### src/rtl/aife_pkg.sv
// constants and types for the ascii input field extractor
package aife_pkg;
  localparam int unsigned CLK_HZ = 25000000;
  localparam int unsigned GAP_TIME_MS = 1000;
  localparam int unsigned GAP_CYCLES = CLK_HZ / 1000 * GAP_TIME_MS;
  localparam int unsigned CHAR_W = 8;
  localparam int unsigned LEN_W = 6;
  localparam int unsigned BUF_DEPTH = 64;
  localparam int unsigned DEST_W = 3;
  localparam logic [CHAR_W-1:0] CTRL_MAX = 8'h1F;
  localparam logic [CHAR_W-1:0] DEL_CODE = 8'h7F;
  localparam logic [LEN_W-1:0] CNT_RESET = 6'h00;
  localparam logic [31:0] GAP_RESET = 32'h00000000;
  // destination selector codes
  localparam logic [DEST_W-1:0] DEST_IDENT_ONE = 3'h0;
  localparam logic [DEST_W-1:0] DEST_KEYPAD = 3'h1;
  localparam logic [DEST_W-1:0] DEST_TARE_VALUE = 3'h2;
  localparam logic [DEST_W-1:0] DEST_TARE_KEY = 3'h3;
  localparam logic [DEST_W-1:0] DEST_TARGET_KEY = 3'h4;
  localparam logic [DEST_W-1:0] DEST_FILL_KEY = 3'h5;
  localparam logic [DEST_W-1:0] DEST_ACT_TARGET = 3'h6;
  typedef enum logic [2:0] {
    ST_IDLE = 3'b001,
    ST_RECV = 3'b010,
    ST_SEND = 3'b100
  } aife_state_e;
endpackage

### src/rtl/aife_mem.sv
// small character memory with registered read data
`timescale 1ns/1ps
`default_nettype none
module aife_mem (
  input wire logic i_clk, // clock
  input wire logic i_ce, // clock enable
  input wire logic i_we, // write enable
  input wire logic [aife_pkg::LEN_W-1:0] i_waddr, // write address
  input wire logic [aife_pkg::CHAR_W-1:0] i_wdata, // write data
  input wire logic [aife_pkg::LEN_W-1:0] i_raddr, // read address
  output logic [aife_pkg::CHAR_W-1:0] o_rdata // registered read data
);
  logic [aife_pkg::CHAR_W-1:0] mem [aife_pkg::BUF_DEPTH];

  always_ff @(posedge i_clk) begin
    if (i_ce && i_we) begin
      mem[i_waddr] <= i_wdata;
    end
  end

  always_ff @(posedge i_clk) begin
    if (i_ce) begin
      o_rdata <= mem[i_raddr];
    end
  end
endmodule
`default_nettype wire

### src/rtl/aife_top.sv
// ascii input field extractor: template strip, terminate, deliver
`timescale 1ns/1ps
`default_nettype none
// Overview of operation
// - The first preamble-count characters of each string are thrown away.
// - Following characters are captured up to the data length, no more.
// - The last postamble-count captured characters before the end drop out.
// - A received character equal to the set control terminator ends it.
// - With no terminator selected only the gap timeout ends a string.
// - A gap of more than one second without a character ends a string.
// - At the end the collected field goes to the one selected destination.
// - Seven destinations exist, from identification text one to target.
// - Tare or target record key destinations start a table look-up.
module aife_top #(
  parameter int unsigned GAP_CYCLES = aife_pkg::GAP_CYCLES // gap count
) (
  input wire logic I_CLK, // system clock
  input wire logic I_ARST_N, // async reset, active low
  input wire logic I_CE, // clock enable
  input wire logic I_RX_VALID, // one-cycle pulse: character received
  input wire logic [7:0] I_RX_CHAR, // received character
  input wire logic [5:0] I_PRE_LEN, // preamble length
  input wire logic [5:0] I_DATA_LEN, // maximum data length
  input wire logic [5:0] I_POST_LEN, // postamble length
  input wire logic I_TERM_EN, // terminator selected (0 = none)
  input wire logic [7:0] I_TERM_CHAR, // terminator control code
  input wire logic [2:0] I_DEST_SEL, // destination selector
  output logic O_FIELD_VALID, // field character valid
  output logic [7:0] O_FIELD_CHAR, // field character
  output logic O_FIELD_LAST, // last character of field
  output logic O_FIELD_DONE, // pulse: field delivered
  output logic [5:0] O_FIELD_LEN, // delivered field length
  output logic [6:0] O_DEST_STB, // one-hot destination strobe
  output logic O_TARE_LOOKUP, // pulse: start tare table look-up
  output logic O_TARGET_LOOKUP, // pulse: start target table look-up
  output logic O_BUSY // string being received or sent
);
  aife_pkg::aife_state_e state_q;
  logic [5:0] seen_q, cap_q, send_len_q, rd_q;
  logic [31:0] gap_q;
  logic pend_q;
  logic [2:0] dest_q;
  logic [7:0] rdata;
  logic term_hit, gap_hit, cap_en, end_str;
  logic [5:0] fin_len;
  logic [5:0] rd_d;

  // ------------------------------------------------------------
  // string end detection
  // ------------------------------------------------------------
  assign term_hit = I_TERM_EN && I_RX_VALID
    && ((I_TERM_CHAR <= aife_pkg::CTRL_MAX)
    || (I_TERM_CHAR == aife_pkg::DEL_CODE))
    && (I_RX_CHAR == I_TERM_CHAR);
  assign gap_hit = (state_q == aife_pkg::ST_RECV) && !I_RX_VALID
    && (gap_q >= GAP_CYCLES);
  assign end_str = (state_q == aife_pkg::ST_RECV) && (term_hit || gap_hit);
  assign cap_en = I_RX_VALID && !term_hit && (seen_q >= I_PRE_LEN)
    && (cap_q < I_DATA_LEN) && (state_q != aife_pkg::ST_SEND);
  assign fin_len = (cap_q > I_POST_LEN) ? 6'(cap_q - I_POST_LEN)
    : aife_pkg::CNT_RESET;

  // ------------------------------------------------------------
  // state machine
  // ------------------------------------------------------------
  always_ff @(posedge I_CLK or negedge I_ARST_N) begin
    if (!I_ARST_N) begin
      state_q <= aife_pkg::ST_IDLE;
    end else if (I_CE) begin
      unique case (state_q)
        aife_pkg::ST_IDLE: begin
          // terminator while idle is dropped, no empty string starts
          if (I_RX_VALID && !term_hit) begin
            state_q <= aife_pkg::ST_RECV;
          end
        end
        aife_pkg::ST_RECV: begin
          if (end_str) begin
            state_q <= aife_pkg::ST_SEND;
          end
        end
        aife_pkg::ST_SEND: begin
          if (!pend_q) begin
            state_q <= aife_pkg::ST_IDLE;
          end
        end
        default: state_q <= aife_pkg::ST_IDLE;
      endcase
    end
  end

  // ------------------------------------------------------------
  // counters and gap timer
  // ------------------------------------------------------------
  always_ff @(posedge I_CLK or negedge I_ARST_N) begin
    if (!I_ARST_N) begin
      seen_q <= aife_pkg::CNT_RESET;
      cap_q <= aife_pkg::CNT_RESET;
    end else if (I_CE) begin
      if (state_q == aife_pkg::ST_SEND) begin
        seen_q <= aife_pkg::CNT_RESET;
        cap_q <= aife_pkg::CNT_RESET;
      end else if (I_RX_VALID && !term_hit) begin
        if (seen_q < I_PRE_LEN) begin
          seen_q <= 6'(seen_q + 6'h01);
        end
        if (cap_en) begin
          cap_q <= 6'(cap_q + 6'h01);
        end
      end
    end
  end

  always_ff @(posedge I_CLK or negedge I_ARST_N) begin
    if (!I_ARST_N) begin
      gap_q <= aife_pkg::GAP_RESET;
    end else if (I_CE) begin
      if (I_RX_VALID || state_q != aife_pkg::ST_RECV) begin
        gap_q <= aife_pkg::GAP_RESET;
      end else if (gap_q < GAP_CYCLES) begin
        // saturates so a silent line never wraps
        gap_q <= gap_q + 32'h00000001;
      end
    end
  end

  // ------------------------------------------------------------
  // capture buffer
  // ------------------------------------------------------------
  assign rd_d = (state_q == aife_pkg::ST_SEND && pend_q)
    ? 6'(rd_q + 6'h01) : aife_pkg::CNT_RESET;

  aife_mem u_mem (
    .i_clk(I_CLK),
    .i_ce(I_CE),
    .i_we(cap_en),
    .i_waddr(cap_q),
    .i_wdata(I_RX_CHAR),
    .i_raddr(rd_q),
    .o_rdata(rdata)
  );

  // ------------------------------------------------------------
  // delivery
  // ------------------------------------------------------------
  always_ff @(posedge I_CLK or negedge I_ARST_N) begin
    if (!I_ARST_N) begin
      pend_q <= 1'b0;
      rd_q <= aife_pkg::CNT_RESET;
      send_len_q <= aife_pkg::CNT_RESET;
      dest_q <= aife_pkg::DEST_IDENT_ONE;
    end else if (I_CE) begin
      if (end_str) begin
        pend_q <= 1'b1;
        rd_q <= aife_pkg::CNT_RESET;
        send_len_q <= fin_len;
        dest_q <= I_DEST_SEL;
      end else if (state_q == aife_pkg::ST_SEND) begin
        // chars seen during send are refused, not queued
        rd_q <= rd_d;
        if (rd_q >= send_len_q) begin
          pend_q <= 1'b0;
        end
      end
    end
  end

  // memory data lags address by a cycle; valid for rd_q-1 < len
  always_ff @(posedge I_CLK or negedge I_ARST_N) begin
    if (!I_ARST_N) begin
      O_FIELD_VALID <= 1'b0;
      O_FIELD_CHAR <= 8'h00;
      O_FIELD_LAST <= 1'b0;
    end else if (I_CE) begin
      O_FIELD_VALID <= 1'b0;
      O_FIELD_LAST <= 1'b0;
      if (state_q == aife_pkg::ST_SEND && pend_q && rd_q != 6'h00
          && rd_q <= send_len_q) begin
        O_FIELD_VALID <= 1'b1;
        O_FIELD_CHAR <= rdata;
        O_FIELD_LAST <= (rd_q == send_len_q);
      end
    end
  end

  always_ff @(posedge I_CLK or negedge I_ARST_N) begin
    if (!I_ARST_N) begin
      O_FIELD_DONE <= 1'b0;
      O_FIELD_LEN <= aife_pkg::CNT_RESET;
      O_DEST_STB <= 7'h00;
      O_TARE_LOOKUP <= 1'b0;
      O_TARGET_LOOKUP <= 1'b0;
    end else if (I_CE) begin
      O_FIELD_DONE <= 1'b0;
      O_DEST_STB <= 7'h00;
      O_TARE_LOOKUP <= 1'b0;
      O_TARGET_LOOKUP <= 1'b0;
      if (state_q == aife_pkg::ST_SEND && pend_q
          && rd_q >= send_len_q) begin
        O_FIELD_DONE <= 1'b1;
        O_FIELD_LEN <= send_len_q;
        if (dest_q <= aife_pkg::DEST_ACT_TARGET) begin
          O_DEST_STB <= 7'(7'h01 << dest_q);
        end
        O_TARE_LOOKUP <= (dest_q == aife_pkg::DEST_TARE_KEY);
        O_TARGET_LOOKUP <= (dest_q == aife_pkg::DEST_TARGET_KEY);
      end
    end
  end

  always_ff @(posedge I_CLK or negedge I_ARST_N) begin
    if (!I_ARST_N) begin
      O_BUSY <= 1'b0;
    end else if (I_CE) begin
      O_BUSY <= (state_q != aife_pkg::ST_IDLE);
    end
  end
endmodule
`default_nettype wire

### config.mk
export PLATFORM = sky130hd
export DESIGN_NAME = aife_top
export DESIGN_NICKNAME = d
export VERILOG_FILES = /design/src/rtl/aife_pkg.sv /design/src/rtl/aife_mem.sv /design/src/rtl/aife_top.sv
export SDC_FILE = /design/constraint.sdc
export NUM_CORES = 1
export LEC_CHECK = 0
export BUFFER_PORTS_ARGS = -buffer_cell sky130_fd_sc_hd__buf_2
export CORE_UTILIZATION = 55
export DETAILED_ROUTE_END_ITERATION = 7
export GPL_TIMING_DRIVEN = 0
export HOLD_SLACK_MARGIN = 0.06
export PLACE_DENSITY = 0.72
export SETUP_SLACK_MARGIN = 0.4
export SKIP_LAST_GASP = 1
export SLEW_MARGIN = 20
export SYNTH_ARGS = -nofsm -noshare
export SYNTH_HDL_FRONTEND = slang
export SYNTH_HIERARCHICAL = 1
export SYNTH_SLANG_ARGS = --single-unit
### constraint.sdc
create_clock -name I_CLK -period 3.7 [get_ports I_CLK]
set_clock_uncertainty 0.1 [all_clocks]
set_input_delay 0.37 -clock I_CLK [delete_from_list [all_inputs] [get_ports I_CLK]]
set_output_delay 0.37 -clock I_CLK [all_outputs]
set_load 0.03 [all_outputs]
==> impl_metrics.csv <==
group,metric,value,unit
cts,clk_pin_slew,0.06,ns
global_routing,grt_use_total,0.267,
cts,numCtsBuffers,58,
drt,first_iter_violations,1799,
sta,worst_slack,0.494,ns
sta,period_needed,3.21,ns
synthesis,synth_edf_count,520,
cts,clk_latency,0.62,ns
sta,timing.final.crit_share,0.866,
global_routing,grt_pass1_wl,91.9,mm
cts,clk_path_buf_depth,3,
synthesis,yosysTopAreaCellShare,0.612,
sta,report.final.slew_viol_count,0,
synthesis,async_reset_ff_frac,0.148,
cts,clock-root-buffer,"clkbuf_16",
drt,drt_wl_total,62.0,mm
synthesis,synth_nets,1529,
power_and_ir_drop,p_leak,9.97,nW
synthesis,yosysSeqAreaShare,0.700,
synthesis,synth_ff_type,"edfxtp_1",
cts,htreeDepth,2,
synthesis,ys_ff_latch,610,
floorplan,design.die.area,47300,um^2
sta,fmax,312,MHz
floorplan,die_h,217,um
synthesis,synth_cell_types,71,
global_routing,grt_overflow,0,
sta,relSlewSlack,0.262,
sta,tightest_slew,1.10,ns
synthesis,yosys_warnings,6,
cells_and_area,area_growth,15.8,%
cts,clock_sinks,610,
drt,detail_route.vias_per_cell,6.53,
floorplan,core,45600,um^2
cells_and_area,layout_common_cells,"520 x edfxtp_1, 104 x mux4_2, 87 x dfrtp_1",
run,max_cap_viol_count,0,
sta,setup_viol,0,
synthesis,netlist_area,25500,um^2
min_path,hp-class,"primary input to flop",
setup_path,endpoint_kind,"flop",
sta,hold_viol,0,
placed_design,post-place-ws,-0.824,ns
setup_path,arrival,3.49,ns
cells_and_area,instances_no_fill,2264,
drt,wl_per_cell,27.4,um
cells_and_area,drive_above_1_share,0.250,
cells_and_area,antenna_cells,0,
setup_path,critPathMaxFanout,10,
run_status,status,"finished, final reports clean",
placed_design,place.gp.congestion,0.931,
global_routing,grt_pass1_vias,14600,
floorplan,io_pins,69,
cells_and_area,final_common_cell,"edfxtp_1",
floorplan,rows,78,
sta,rsz0062_at_grt,"no",
drt,drtAntennaViolNets,0,
cells_and_area,stdcell_area,29500,um^2
power_and_ir_drop,powerDensity,479,nW/um^2
cells_and_area,fin_nets,1690,
synthesis,synth_area_leaders,"edfxtp_1 61%, mux4_2 9.2%, dfrtp_1 8.7%",
placed_design,dp_hpwl,38.0,mm
synthesis,avgSynthCellArea,17.5,um^2
setup_path,worstSetupPathType,"flop to flop",
drt,drcViolationCount,0,
placed_design,io_buffers,68,
synthesis,postSynthCellCount,1457,
synthesis,yosys.area.top_type,"edfxtp_1",
floorplan,start_util,0.560,
placed_design,dp.cells,2128,
cts,cts_tree,"done",
placed_design,placed_area,26700,um^2
global_routing,grt_start_max_net_pins,66,
setup_path,cp_data_required_time,3.98,ns
floorplan,die_w,217,um
setup_path,startpoint_type,"flop",
global_routing,antenna_found_initial,0,
drt,vias,14800,
power_and_ir_drop,ir_drop,0.000399,V
drt,drtPass1Iterations,5,
-- state kept, by name, indices dropped and copies added, names as in the netlist, 3 cells and up --
| name | cells |
|---|---|
| u_mem/mem | 512 |
| gap_q | 32 |
| O_FIELD_CHAR | 8 |
| u_mem/o_rdata | 8 |
| O_DEST_STB | 7 |
| O_FIELD_LEN | 6 |
| cap_q | 6 |
| rd_q | 6 |
| seen_q | 6 |
| send_len_q | 6 |
| dest_q | 3 |
| state_q | 3 |
-- through the flow --
step / power [mW] / setup TNS, ns / hold WS, ns / utilization
finish: 14.2 / 0 / 0.112 / 0.648
global route: 14.6 / 0 / 0.105 / 0.648
CTS: 14.2 / 0 / 0.0914 / 0.645
detailed placement: 8.49 / -278.05 / 0.253 / 0.586
global placement: 8.45 / -239.34 / 0.362 / 0.584
floorplan: 8.17 / 0 / -0.0256 / -
-- metal layers --
metal,up-vias,part of all wire,wire [um],global-route usage
met5,-,0,0,0
li1,6259,-,-,-
met1,7595,0.40,24500,0.373
met3,159,0.085,5290,0.0428
met4,0,0.038,2350,0.104
met2,766,0.48,29900,0.425
-- cells in the mapped netlist (18+ instances only) --
cell type / instances
a21oi_1: 24
a22oi_1: 37
clkbuf_1: 28
dfrtp_1: 89
edfxtp_1: 520
ha_1: 29
inv_1: 37
mux2_2: 18
mux2i_1: 39
mux4_1: 24
mux4_2: 104
nand2_1: 63
nand2b_1: 21
nand3_1: 44
nand4_1: 19
nor2_1: 90
o21ai_0: 22
-- path summary, 6_finish.rpt --
path | start | endpoint | slack (ns) | cells past startpoint
min | I_CE | u_mem/o_rdata[2]$_DFFE_PP_ | 0.11 | 1
max reg2reg | rd_q[1]$_DFFE_PN0P_ | u_mem/o_rdata[3]$_DFFE_PP_ | 0.49 | 7
max in group asynchronous | I_ARST_N | state_q[0]$_DFFE_PN1P_ | 2.67 | 3
min in group asynchronous | I_ARST_N | gap_q[10]$_DFFE_PN0P_ | 0.15 | 2
max | rd_q[1]$_DFFE_PN0P_ | u_mem/o_rdata[3]$_DFFE_PP_ | 0.49 | 7
min reg2reg | u_mem/o_rdata[3]$_DFFE_PP_ | O_FIELD_CHAR[3]$_DFFE_PN0P_ | 0.38 | 1
-- report_power, final --
group | leakage, nW | internal, mW | total [mW] | switching (mW)
logic | 3.19 | 0.265 | 0.759 | 0.494
registers | 5.91 | 7.55 | 7.67 | 0.119
clock network | 0.877 | 3.23 | 5.73 | 2.50
-- worst max-delay path, cell delays in order, from the launching register on --
cell     delay, ns
dfrtp_1       0.46
buf_2         0.38
buf_4         0.29
buf_2         0.36
mux4_2        0.38
a22oi_1       0.40
nand3_1       0.27
and4_1        0.30
-- cell type report --
class / count / area (um^2)
Clock buffer: 73 / 1510
Fill cell: 3021 / 16000
Sequential cell: 610 / 17900
Tap cell: 600 / 751
Inverter: 37 / 139
Multi-Input combinational cell: 744 / 7680
Timing Repair Buffer: 101 / 888
Clock inverter: 33 / 307
Buffer: 66 / 397
-- timing repair --
item / CTS / global route
setup buffers: 17 / 7
pin swaps: 12 / 7
hold buffers: 6 / 0
setup endpoints to repair: 512 / 483
endpoints found under the hold margin: 96 / 0
gates resized for setup: 149 / 2
-- kinds of logic (layout without fill, tap and decap cells) --
group                      after synthesis  count (layout)  synth area share
DFF                                    610             610             0.700
and+or+nand+nor                        343             343            0.0714
adders and majority gates               30              30            0.0150
muxes                                  185             185             0.140
buffers and inverters                  103             310            0.0210
xor gates and xnor gates                 9               9           0.00309
AOI/OAI and AO/OA                      177             177            0.0496
Note: power is estimated with default switching activity, not from simulation.
